**src/aise_map.svh**
```systemverilog
// Constants for the alarm indicator status encoder
`ifndef AISE_MAP_SVH
`define AISE_MAP_SVH

// Accepted fault response codes
`define AISE_OC_LATCHED     8'hc0
`define AISE_OC_HICCUP      8'hf8
`define AISE_OT_LATCHED     8'h80
`define AISE_OT_RESTART     8'hc0

// Reset values of the response settings
`define AISE_OC_RESP_RST    8'hf8
`define AISE_OT_RESP_RST    8'hc0

// Clock rate and timing figures
`define AISE_CLK_HZ         25000000
`define AISE_PG_PULSE_US    1000
`define AISE_BLINK_HALF_MS  500
`define AISE_PG_CYCLES      ((`AISE_CLK_HZ / 1000000) * `AISE_PG_PULSE_US)
`define AISE_BLINK_CYCLES   ((`AISE_CLK_HZ / 1000) * `AISE_BLINK_HALF_MS)

// Field positions of the address nibble
`define AISE_ADDR_FIRST_LSB  2
`define AISE_ADDR_SECOND_LSB 0

`endif

```
**src/aise_pkg.sv**
```systemverilog
// Types shared by the alarm indicator status encoder
package aise_pkg;

  // Raw conditions reported by the rectifier control
  typedef struct packed {
    logic ot_warn;          // Temperature near shutdown
    logic ot_shutdown;      // Thermal shutdown
    logic fuse_blown;       // Input fuse open
    logic boost_fail;       // Boost stage failure
    logic ov_latched;       // Latched over-voltage shutdown
    logic ac_bad;           // Input present, out of limits
    logic ac_absent;        // No input
    logic overload;         // Output overload
    logic internal_fault;   // Fault without shutdown
    logic service_req;      // Service request pending
    logic comm_lost;        // Host link lost
    logic remote_standby;   // Standby commanded over bus
    logic loss_imminent;    // Output about to collapse
  } aise_cond_t;

  // Front lamps, active high
  typedef struct packed {
    logic ac_ok;            // Green input lamp
    logic dc_ok;            // Green output lamp
    logic amber;            // Service lamp
    logic red;              // Fault lamp
  } aise_lamps_t;

  // Communications mode
  typedef enum logic {
    AISE_MODE_BUS,
    AISE_MODE_RS485
  } aise_mode_t;

  // Indicator state after priority encoding
  typedef enum {
    IND_OK,
    IND_OT_WARN,
    IND_OT_SHUT,
    IND_HARD_FAULT,
    IND_AC_BAD,
    IND_AC_ABSENT,
    IND_OVERLOAD,
    IND_SOFT_FAULT,
    IND_BUS_STANDBY,
    IND_SERVICE,
    IND_COMM_LOST,
    IND_RS_STANDBY
  } aise_ind_t;

endpackage : aise_pkg

```
**src/aise_cfg.sv**
```systemverilog
// Fault response settings with validation and store
`include "aise_map.svh"

module aise_cfg (
  input  wire logic       mclk,
  input  wire logic       rst,
  input  wire logic       oc_wr,
  input  wire logic       ot_wr,
  input  wire logic [7:0] wr_data,
  input  wire logic       store_cmd,
  output logic [7:0]      oc_resp,
  output logic [7:0]      ot_resp,
  output logic            resp_reject,
  output logic            nv_wr,
  output logic [15:0]     nv_data
);
  // Over-current code check
  function automatic logic oc_ok(input logic [7:0] v);
    oc_ok = (v == `AISE_OC_LATCHED) || (v == `AISE_OC_HICCUP);
  endfunction : oc_ok

  // Over-temperature code check
  function automatic logic ot_ok(input logic [7:0] v);
    ot_ok = (v == `AISE_OT_LATCHED) || (v == `AISE_OT_RESTART);
  endfunction : ot_ok

  // Settings update, unsupported codes leave them unchanged
  always_ff @(posedge mclk) begin
    if (rst) begin
      oc_resp     <= `AISE_OC_RESP_RST;
      ot_resp     <= `AISE_OT_RESP_RST;
      resp_reject <= 1'b0;
    end else begin
      resp_reject <= (oc_wr && !oc_ok(wr_data)) ||
                     (ot_wr && !ot_ok(wr_data));
      if (oc_wr && oc_ok(wr_data)) begin
        oc_resp <= wr_data;
      end
      if (ot_wr && ot_ok(wr_data)) begin
        ot_resp <= wr_data;
      end
    end
  end

  // Store command copies settings to non-volatile memory
  always_ff @(posedge mclk) begin
    if (rst) begin
      nv_wr   <= 1'b0;
      nv_data <= 16'h0;
    end else begin
      nv_wr <= store_cmd;
      if (store_cmd) begin
        nv_data <= {ot_resp, oc_resp};
      end
    end
  end
endmodule : aise_cfg

```
**src/aise_tick.sv**
```systemverilog
// Blink toggle and power-good pulse divider
`include "aise_map.svh"

module aise_tick #(
  parameter int BLINK_CYCLES = `AISE_BLINK_CYCLES,
  parameter int PG_CYCLES    = `AISE_PG_CYCLES
) (
  input  wire logic mclk,
  input  wire logic rst,
  output logic      blink,
  output logic      pg_phase
);
  // Refuse counts that the counters cannot serve
  if (BLINK_CYCLES < 2 || PG_CYCLES < 2) begin : g_bad_counts
    $error("aise_tick: counts must be at least 2");
  end

  logic [31:0] blink_cnt_reg;   // Blink half-period counter
  logic [31:0] pg_cnt_reg;      // Pulse half-period counter

  // Shared blink toggle for all lamps
  always_ff @(posedge mclk) begin
    if (rst) begin
      blink_cnt_reg <= 32'h0;
      blink         <= 1'b0;
    end else if (blink_cnt_reg == 32'(BLINK_CYCLES - 1)) begin
      blink_cnt_reg <= 32'h0;
      blink         <= ~blink;
    end else begin
      blink_cnt_reg <= blink_cnt_reg + 32'h1;
    end
  end

  // Power-good pulse phase, 1 ms per level
  always_ff @(posedge mclk) begin
    if (rst) begin
      pg_cnt_reg <= 32'h0;
      pg_phase   <= 1'b1;
    end else if (pg_cnt_reg == 32'(PG_CYCLES - 1)) begin
      pg_cnt_reg <= 32'h0;
      pg_phase   <= ~pg_phase;
    end else begin
      pg_cnt_reg <= pg_cnt_reg + 32'h1;
    end
  end
endmodule : aise_tick

```
**src/aise_top.sv**
```systemverilog
// Alarm, lamp and monitoring line encoder of the rectifier
`include "aise_map.svh"

module aise_top #(
  parameter int BLINK_CYCLES = `AISE_BLINK_CYCLES,
  parameter int PG_CYCLES    = `AISE_PG_CYCLES
) (
  input  wire logic            mclk,
  input  wire logic            rst,
  input  wire aise_pkg::aise_cond_t cond,
  input  wire logic            on_off_at_ground,
  input  wire logic            interlock_on,
  input  wire logic            off_cmd,
  input  wire logic            on_cmd,
  input  wire logic            protocol_terminated,
  input  wire logic [1:0]      addr_sel_first,
  input  wire logic [1:0]      addr_sel_second,
  input  wire logic            clear_faults,
  input  wire logic            oc_wr,
  input  wire logic            ot_wr,
  input  wire logic [7:0]      wr_data,
  input  wire logic            store_cmd,
  output aise_pkg::aise_lamps_t lamps,
  output logic                 fault_n,
  output logic                 overtemp_warn_n,
  output logic                 power_good_n,
  output logic                 module_present_n,
  output logic [1:0]           alert_n,
  output logic                 main_out_en,
  output aise_pkg::aise_mode_t mode,
  output logic [3:0]           addr_low,
  output logic [8:0]           fault_status,
  output logic [7:0]           oc_resp,
  output logic [7:0]           ot_resp,
  output logic                 resp_reject,
  output logic                 nv_wr,
  output logic [15:0]          nv_data
);
  import aise_pkg::*;

  // Refuse counts that the dividers cannot serve
  if (BLINK_CYCLES < 2 || PG_CYCLES < 2) begin : g_bad_counts
    $error("aise_top: counts must be at least 2");
  end

  logic        blink;            // Shared blink toggle
  logic        pg_phase;         // Overload pulse level
  logic        off_req_reg;      // Off command held
  logic        out_en_next;      // Output enable decision
  logic [8:0]  fault_now;        // Live fault flags
  logic [8:0]  fault_reg;        // Sticky fault flags
  aise_ind_t   ind;              // Encoded indicator state
  aise_lamps_t lamps_next;       // Lamp values
  logic        fault_n_next;     // Fault line value
  logic        otw_n_next;       // Warning line value
  logic        pg_n_next;        // Power-good line value
  aise_mode_t  mode_next;        // Decoded mode

  // Divider for blink and overload pulse
  aise_tick #(
    .BLINK_CYCLES (BLINK_CYCLES),
    .PG_CYCLES    (PG_CYCLES)
  ) u_tick (
    .mclk     (mclk),
    .rst      (rst),
    .blink    (blink),
    .pg_phase (pg_phase)
  );

  // Fault response settings
  aise_cfg u_cfg (
    .mclk        (mclk),
    .rst         (rst),
    .oc_wr       (oc_wr),
    .ot_wr       (ot_wr),
    .wr_data     (wr_data),
    .store_cmd   (store_cmd),
    .oc_resp     (oc_resp),
    .ot_resp     (ot_resp),
    .resp_reject (resp_reject),
    .nv_wr       (nv_wr),
    .nv_data     (nv_data)
  );

  // Mode from the protocol pin
  always_comb begin
    if (protocol_terminated) begin
      mode_next = AISE_MODE_RS485;
    end else begin
      mode_next = AISE_MODE_BUS;
    end
  end

  // Off command held until an on command
  always_ff @(posedge mclk) begin
    if (rst) begin
      off_req_reg <= 1'b0;
    end else if (off_cmd) begin
      off_req_reg <= 1'b1;
    end else if (on_cmd) begin
      off_req_reg <= 1'b0;
    end
  end

  // Output enable per mode
  always_comb begin
    if (mode_next == AISE_MODE_RS485) begin
      out_en_next = interlock_on && !off_req_reg;
    end else begin
      out_en_next = on_off_at_ground;
    end
  end

  // Live fault flags for the sticky status
  assign fault_now = {cond.ot_warn, cond.ot_shutdown, cond.fuse_blown,
                      cond.boost_fail, cond.ov_latched, cond.ac_bad,
                      cond.ac_absent, cond.overload, cond.internal_fault};

  // Sticky faults, a present fault wins over a clear
  always_ff @(posedge mclk) begin
    if (rst) begin
      fault_reg <= 9'h000;
    end else if (clear_faults) begin
      fault_reg <= fault_now;
    end else begin
      fault_reg <= fault_reg | fault_now;
    end
  end

  // Priority encoding of the indicator state, highest first:
  // thermal shutdown, latched power faults, missing then bad input,
  // RS485 standby (output off), bus standby, overload, soft fault,
  // temperature warning, lost host link, service request.
  // Standby outranks overload since an idle output cannot overload.
  // Link loss counts only in RS485 mode, service only in bus mode.
  always_comb begin
    if (cond.ot_shutdown) begin
      ind = IND_OT_SHUT;
    end else if (cond.fuse_blown || cond.boost_fail || cond.ov_latched) begin
      ind = IND_HARD_FAULT;
    end else if (cond.ac_absent) begin
      ind = IND_AC_ABSENT;
    end else if (cond.ac_bad) begin
      ind = IND_AC_BAD;
    end else if (mode_next == AISE_MODE_RS485 && !out_en_next) begin
      ind = IND_RS_STANDBY;
    end else if (mode_next == AISE_MODE_BUS && cond.remote_standby) begin
      ind = IND_BUS_STANDBY;
    end else if (cond.overload) begin
      ind = IND_OVERLOAD;
    end else if (cond.internal_fault) begin
      ind = IND_SOFT_FAULT;
    end else if (cond.ot_warn) begin
      ind = IND_OT_WARN;
    end else if (mode_next == AISE_MODE_RS485 && cond.comm_lost) begin
      ind = IND_COMM_LOST;
    end else if (mode_next == AISE_MODE_BUS && cond.service_req) begin
      ind = IND_SERVICE;
    end else begin
      ind = IND_OK;
    end
  end

  // Lamp and monitoring line values per state
  always_comb begin
    // Defaults give the normal pattern
    lamps_next   = '{ac_ok: 1'b1, dc_ok: 1'b1, amber: 1'b0, red: 1'b0};
    fault_n_next = 1'b1;
    otw_n_next   = 1'b1;
    pg_n_next    = 1'b1;
    case (ind)
      IND_OK: begin
        // Greens lit, lines high
        lamps_next.ac_ok = 1'b1;
      end
      IND_OT_WARN: begin
        // Amber on, warning line low
        lamps_next.amber = 1'b1;
        otw_n_next       = 1'b0;
      end
      IND_OT_SHUT: begin
        // Output off, amber and red, all lines low
        lamps_next.dc_ok = 1'b0;
        lamps_next.amber = 1'b1;
        lamps_next.red   = 1'b1;
        fault_n_next     = 1'b0;
        otw_n_next       = 1'b0;
        pg_n_next        = 1'b0;
      end
      IND_HARD_FAULT: begin
        // Output off, red, warning line untouched
        lamps_next.dc_ok = 1'b0;
        lamps_next.red   = 1'b1;
        fault_n_next     = 1'b0;
        pg_n_next        = 1'b0;
      end
      IND_AC_BAD: begin
        // Input lamp blinks, output lamp dark
        lamps_next.ac_ok = blink;
        lamps_next.dc_ok = 1'b0;
        pg_n_next        = 1'b0;
      end
      IND_AC_ABSENT: begin
        // All lamps dark, fault line high
        lamps_next.ac_ok = 1'b0;
        lamps_next.dc_ok = 1'b0;
        pg_n_next        = 1'b0;
      end
      IND_OVERLOAD: begin
        // Output lamp blinks, power good pulses
        lamps_next.dc_ok = blink;
        pg_n_next        = pg_phase;
      end
      IND_SOFT_FAULT: begin
        // Output stays on, red and fault line
        lamps_next.red = 1'b1;
        fault_n_next   = 1'b0;
      end
      IND_BUS_STANDBY: begin
        // Input lamp only, power good low
        lamps_next.dc_ok = 1'b0;
        pg_n_next        = 1'b0;
      end
      IND_SERVICE: begin
        // Amber blinks, greens lit
        lamps_next.amber = blink;
      end
      IND_COMM_LOST: begin
        // Red blinks, greens lit
        lamps_next.red = blink;
      end
      IND_RS_STANDBY: begin
        // Input lamp only, lines fixed at fault 1, warn 1, good 0
        lamps_next.dc_ok = 1'b0;
        pg_n_next        = 1'b0;
      end
      default: begin
        lamps_next = '0;
      end
    endcase
    // Warning line follows the warning wherever it is not masked
    if (cond.ot_warn && ind != IND_RS_STANDBY) begin
      otw_n_next = 1'b0;
    end
    // Imminent loss pulls power good low first
    if (cond.loss_imminent || !out_en_next) begin
      // RS485 standby keeps its fixed line pattern
      if (ind != IND_RS_STANDBY) begin
        pg_n_next = 1'b0;
      end
    end
  end

  // Registered lamps and monitoring lines
  always_ff @(posedge mclk) begin
    if (rst) begin
      lamps           <= '0;
      fault_n         <= 1'b1;
      overtemp_warn_n <= 1'b1;
      power_good_n    <= 1'b0;
    end else begin
      lamps           <= lamps_next;
      fault_n         <= fault_n_next;
      overtemp_warn_n <= otw_n_next;
      power_good_n    <= pg_n_next;
    end
  end

  // Module present is always low
  always_ff @(posedge mclk) begin
    if (rst) begin
      module_present_n <= 1'b0;
    end else begin
      module_present_n <= 1'b0;
    end
  end

  // Interrupts low while any sticky fault is held
  always_ff @(posedge mclk) begin
    if (rst) begin
      alert_n <= 2'b11;
    end else begin
      alert_n <= {2{~(|fault_reg)}};
    end
  end

  // Mode, output enable and address registers
  always_ff @(posedge mclk) begin
    if (rst) begin
      mode        <= AISE_MODE_BUS;
      main_out_en <= 1'b0;
      addr_low    <= 4'h0;
    end else begin
      mode        <= mode_next;
      main_out_en <= out_en_next;
      addr_low[`AISE_ADDR_FIRST_LSB +: 2]  <= addr_sel_first;
      addr_low[`AISE_ADDR_SECOND_LSB +: 2] <= addr_sel_second;
    end
  end

  // Sticky status visible to the controller
  assign fault_status = fault_reg;

endmodule : aise_top

```
**config.mk**
```make
export PLATFORM = sky130hd
export DESIGN_NAME = aise_top
export DESIGN_NICKNAME = d
export VERILOG_FILES = /design/src/aise_pkg.sv /design/src/aise_cfg.sv /design/src/aise_tick.sv /design/src/aise_top.sv
export VERILOG_INCLUDE_DIRS = /design/src
export SDC_FILE = /design/constraint.sdc
export NUM_CORES = 1
export LEC_CHECK = 0
export BUFFER_PORTS_ARGS = -buffer_cell sky130_fd_sc_hd__buf_2
export CORE_MARGIN = 2
export CORE_UTILIZATION = 45
export CTS_CLUSTER_SIZE = 40
export DETAILED_ROUTE_END_ITERATION = 6
export GPL_TIMING_DRIVEN = 0
export PLACE_DENSITY = 0.78
export SLEW_MARGIN = 30
export SYNTH_ARGS = -nofsm -noshare
export SYNTH_HDL_FRONTEND = slang
export SYNTH_HIERARCHICAL = 1
export SYNTH_SLANG_ARGS = --single-unit
```
**constraint.sdc**
```tcl
create_clock -name mclk -period 4.1 [get_ports mclk]
set_clock_uncertainty 0.05 [all_clocks]
set_input_delay 0.615 -clock mclk [delete_from_list [all_inputs] [get_ports mclk]]
set_output_delay 0.615 -clock mclk [all_outputs]
set_load 0.1 [all_outputs]
```
# After elaboration in Yosys (flattened, before gate mapping)
# Cells that the tools add are included.
[totals] regBits=124 inputBits=36 output_inout_bits=59
[classes] addsub=2 n_eq_ne=17 n_mux=26 bitwise=5 reduce_logical=30
[ops] cell="equality test 32 x 3 -> 1 bit, second input constant" n=4
[ops] cell="equality test 32 x 4 -> 1 bit, second input constant" n=4
[ops] cell="adder 32 x 1 -> 32 bit, second input constant" n=2
[ops] cell="equality test 32 x 2 -> 1 bit, second input constant" n=2
[ops] cell="2-to-1 mux 4 bit" n=11
[ops] cell="equality test 32 x 1 -> 1 bit, second input constant" n=1
[ops] cell="equality test 32 x 15 -> 1 bit, second input constant" n=1
[ops] cell="equality test 32 x 24 -> 1 bit, second input constant" n=1
[ops] cell="zero test 32 bit" n=1
[ops] cell="inequality test 32 x 5 -> 1 bit, second input constant" n=1
[ops] cell="equality test 8 bit, second input constant" n=3
[ops] cell="logical AND 1 bit" n=10
[ops] cell="case mux 1 bit (2 select lines)" n=5
[ops] cell="OR reduction 10 bit" n=1
[ops] cell="2-to-1 mux 1 bit" n=9
[ops] cell="2-to-1 mux 9 bit" n=1
[ops] cell="OR 9 bit" n=1
[ops] cell="OR reduction 9 bit" n=1
[ops] cell="logical OR 1 bit" n=6
[ops] cell="OR reduction 2 bit" n=3
[ops] cell="OR reduction 6 bit" n=1
[ops] cell="OR reduction 5 bit" n=1
[ops] cell="zero test 1 bit" n=4
[ops] cell="NOT 1 bit" n=4
[ops] cell="other kinds (2)" n=2

# Logic depth before layout (Yosys ltp)
[depth] ltp_word=19 mapped_depth=7

# Cells and area by module
# Netlist, hierarchy kept.
[by_module_without_submodules] mod="aise_tick" n_inst=1 cells_per_inst=378 area_per_inst_um2=3179.3 seq_area_each_um2=1321.3
[by_module_without_submodules] mod="aise_cfg" n_inst=1 cells_per_inst=112 area_per_inst_um2=1219.9 seq_area_each_um2=680.7
[by_module_without_submodules] mod="aise_top" n_inst=1 cells_per_inst=121 area_per_inst_um2=1108.6 seq_area_each_um2=480.5

# Least setup slack after synthesis
# No wires, ideal clock.
[synth_path] path_kind="register to register" from="register u_tick.blink_cnt_reg[0]" to="register u_tick.blink_cnt_reg[30]" setup_time_ns=0.070 arrival_time_ns=1.933 t_required_ns=3.980 setup_slack_ns=2.047 stages_incl_launch_ff=8 n_path_buf=2 period_less_slack_ns=2.053 cell_sequence="dfxtp_1 > ha_1 > nand3_1 > or4_1 > buf_2 > buf_2 > or3_1 > a21oi_1"
[synth_via] elab_chain_cells=2 elab_cells_between_ends=3
[synth_lines] item="start, declared" line_no="aise_tick.sv:18" rtl="logic [31:0] blink_cnt_reg;"
[synth_lines] item="start signal, assigned" line_no="aise_tick.sv:30" rtl="blink_cnt_reg <= blink_cnt_reg + 32'h1;"
[synth_lines] item="branches (longest 2 deep; another with adder 32 x 1 -> 32 bit)"
# Several ways; the timed one is not identified.
# A chain may end at the register's enable or synchronous reset.

# Worst setup path in the final report
[layout_path] from="register u_tick.blink_cnt_reg[0]" to="register u_tick.blink_cnt_reg[15]"
# The elaborated chain is that of the path after synthesis.

==> impl_metrics.toml <==
[run_status]
status = "completed"

[yosys]
async_reset_ff_share_pct = 0
synthTopCellsByCount = "dfxtp_1 (124), nor2_1 (71), a21oi_1 (49)"
synthTopCellsByArea = "dfxtp_1 (45%), nor2_1 (4.8%), or4_1 (4.5%)"
syn_nets = 649
synth.most_common_cell = "dfxtp_1"
synth_ff_type = "dfxtp_1"
yosysTopAreaCell = "dfxtp_1"
ys_types = 66
ys_seq_area_share_pct = 45.07
netlist.area_leader.share_pct = 45.07
ys_warn_count = 6
synth_area_per_cell_sq_um = 9.014
synth_enable_flop_cells = 0
syn_area_sq_um = 5508
synthCells = 611
synth_seq_cells = 124

[worst_setup_path]
critPathRequiredTime_ns = 4.32
cp.arrival_ns = 2.71
cp-end-kind = "flip-flop"
start_kind = "flip-flop"
path_max_fanout = 10
crit_type = "flip-flop to flip-flop"

[final_layout]
fin_util_pct = 56.41
seqCellArea_sq_um = 2482
finalNetCount = 759
finalInstanceArea_sq_um = 6748
drive_gt1_share_pct = 20.77
multi_input_area_sq_um = 2828
area_growth_pct = 22.51
n_fill_cell = 1021
antenna_cells = 0

[clocking]
hold_buffers = 0
cts_buffers = 17
clock_latency_ns = 0.41
cts.sinks = 124
clockRootBuffer = "clkbuf_16"
post_cts_buffers = 0
cts_buffer_depth = 2
cts_tree = "yes"
htreeDepth = 4
path_clk_slew_ns = 0.05
cts_resized = 0

[floorplan]
die_area_sq_um = 13140
fp.dieH_um = 114.6
core-area_sq_um = 11960
die_w_um = 114.6
ios = 95
num_rows = 40
start_util_pct = 46.05

[drt]
firstDrtPassIters = 5
vias = 5158
drc = 0
drt-total-wl_um = 13850
drtIter0Drc = 457
wl_per_cell_um = 15.76
vias_per_cell = 5.868
postRouteAntennaNets = 0

[timing]
rsz0062_at_grt = "false"
slew_headroom_pct = 52.80
finalSetupTns_ns = 0
setup_viol = 0
fin_crit_sh_pct = 60.61
fmax_ghz = 0.4024
hold_viol = 0
fin_crit_ns = 2.485
holdWs_ns = 0.3722
drv_slew = 0
tightest_slew_ns = 0.7021

[place]
place_area_sq_um = 6147
io_buffers = 91
globalplace.congestion = 0.8441
hpwlAfterDp_um = 9752

[global_routing]
grt_max_degree = 17
grt_overflow_total = 0
grt_pass1_vias = 5006
grt_usage_pct = 21.31
grt_antenna_before_repair = 0
grt_pass1_wl_um = 22670

[power_and_ir_drop]
finalPower_mw = 3.079
power.leakage_nw = 2.534
ir_worst_vdd_uv = 225.2
p_per_area_nw_per_um2 = 456.3

[hold_path]
hold_path.class = "input port to flip-flop"

[job]
maxCapViolations = 0
[report_power, final]
group | internal (mW) | total (mW) | leakage, nW | switching, mW
logic | 0.0659 | 0.309 | 1.23 | 0.243
clock network | 1.01 | 1.52 | 0.295 | 0.513
registers | 1.23 | 1.25 | 1.01 | 0.0148
total | 2.31 | 3.08 | 2.53 | 0.771
[layout make-up]
type | instances | share of cell area, %
flip-flops and latches | 124 | 36.79
plain buffers | 30 | 2.095
inverters | 15 | 0.8344
multi-input cells | 442 | 41.91
repair buffers | 91 | 6.749
clock inverters | 7 | 1.669
clock buffers | 23 | 7.232
well taps | 147 | 2.726
[worst max-delay path: stages, from the launching register on]
cell and delay (ns):
dfxtp_1 0.38, ha_1 0.23, nand3_1 0.20, or4_1 0.58
o31ai_1 0.40, clkbuf_1 0.43, a21oi_1 0.09
[metal layers]
| layer | track usage (%) | routed length (um) | vias up |
|---|---|---|---|
| li1 | - | - | 2494 |
| met1 | 25.39 | 5837 | 2470 |
| met2 | 36.69 | 7138 | 167 |
| met3 | 4.764 | 610 | 27 |
| met4 | 9.431 | 263 | 0 |
| met5 | 0 | 0 | - |
[layout by cell type, fill, tap and decap left out, drive strengths merged, types with 9 or more instances in the layout]
cell type / instances
or3: 13
xor2: 10
o31ai: 27
nand2: 26
nor4: 12
inv: 14
a21oi: 50
nand3: 30
mux2i: 20
xnor2: 15
or4: 34
nor3: 9
buf: 104
dfxtp: 124
nor2: 71
and3: 9
and4: 11
nand4: 18
o21ai: 18
clkbuf: 40
[kinds of logic (layout without fill, tap and decap cells)]
logic type / Yosys count / in the layout / share of synthesized area [%]
XOR/XNOR: 25 / 25 / 3.975
multiplexers: 20 / 20 / 3.635
buffers and inverters: 45 / 166 / 3.589
flip-flops: 124 / 124 / 45.07
other: 1 / 1 / 0.06809
AND/OR/NAND/NOR: 270 / 270 / 28.58
AO/OA/AOI/OAI: 124 / 124 / 14.63
adder cells (fa/ha/maj): 2 / 2 / 0.4543
[worst paths after layout]
check        slack, ns                     from  cells after the start                       end
max               1.62  u_tick/blink_cnt_reg[0]                      6  u_tick/blink_cnt_reg[15]
min               0.37        addr_sel_first[1]                      2               addr_low[3]
max reg2reg       1.62  u_tick/blink_cnt_reg[0]                      6  u_tick/blink_cnt_reg[15]
min reg2reg       0.42     u_tick/pg_cnt_reg[0]                      1      u_tick/pg_cnt_reg[0]
[through the flow]
stage / worst slack, ns / instances
finish: 1.615 / 879
floorplan: 2.047 / 611
global placement: 1.771 / 849
CTS: 1.646 / 879
detailed placement: 1.650 / 849
global route: 1.476 / 879
Power figures use the tool's default switching activity.
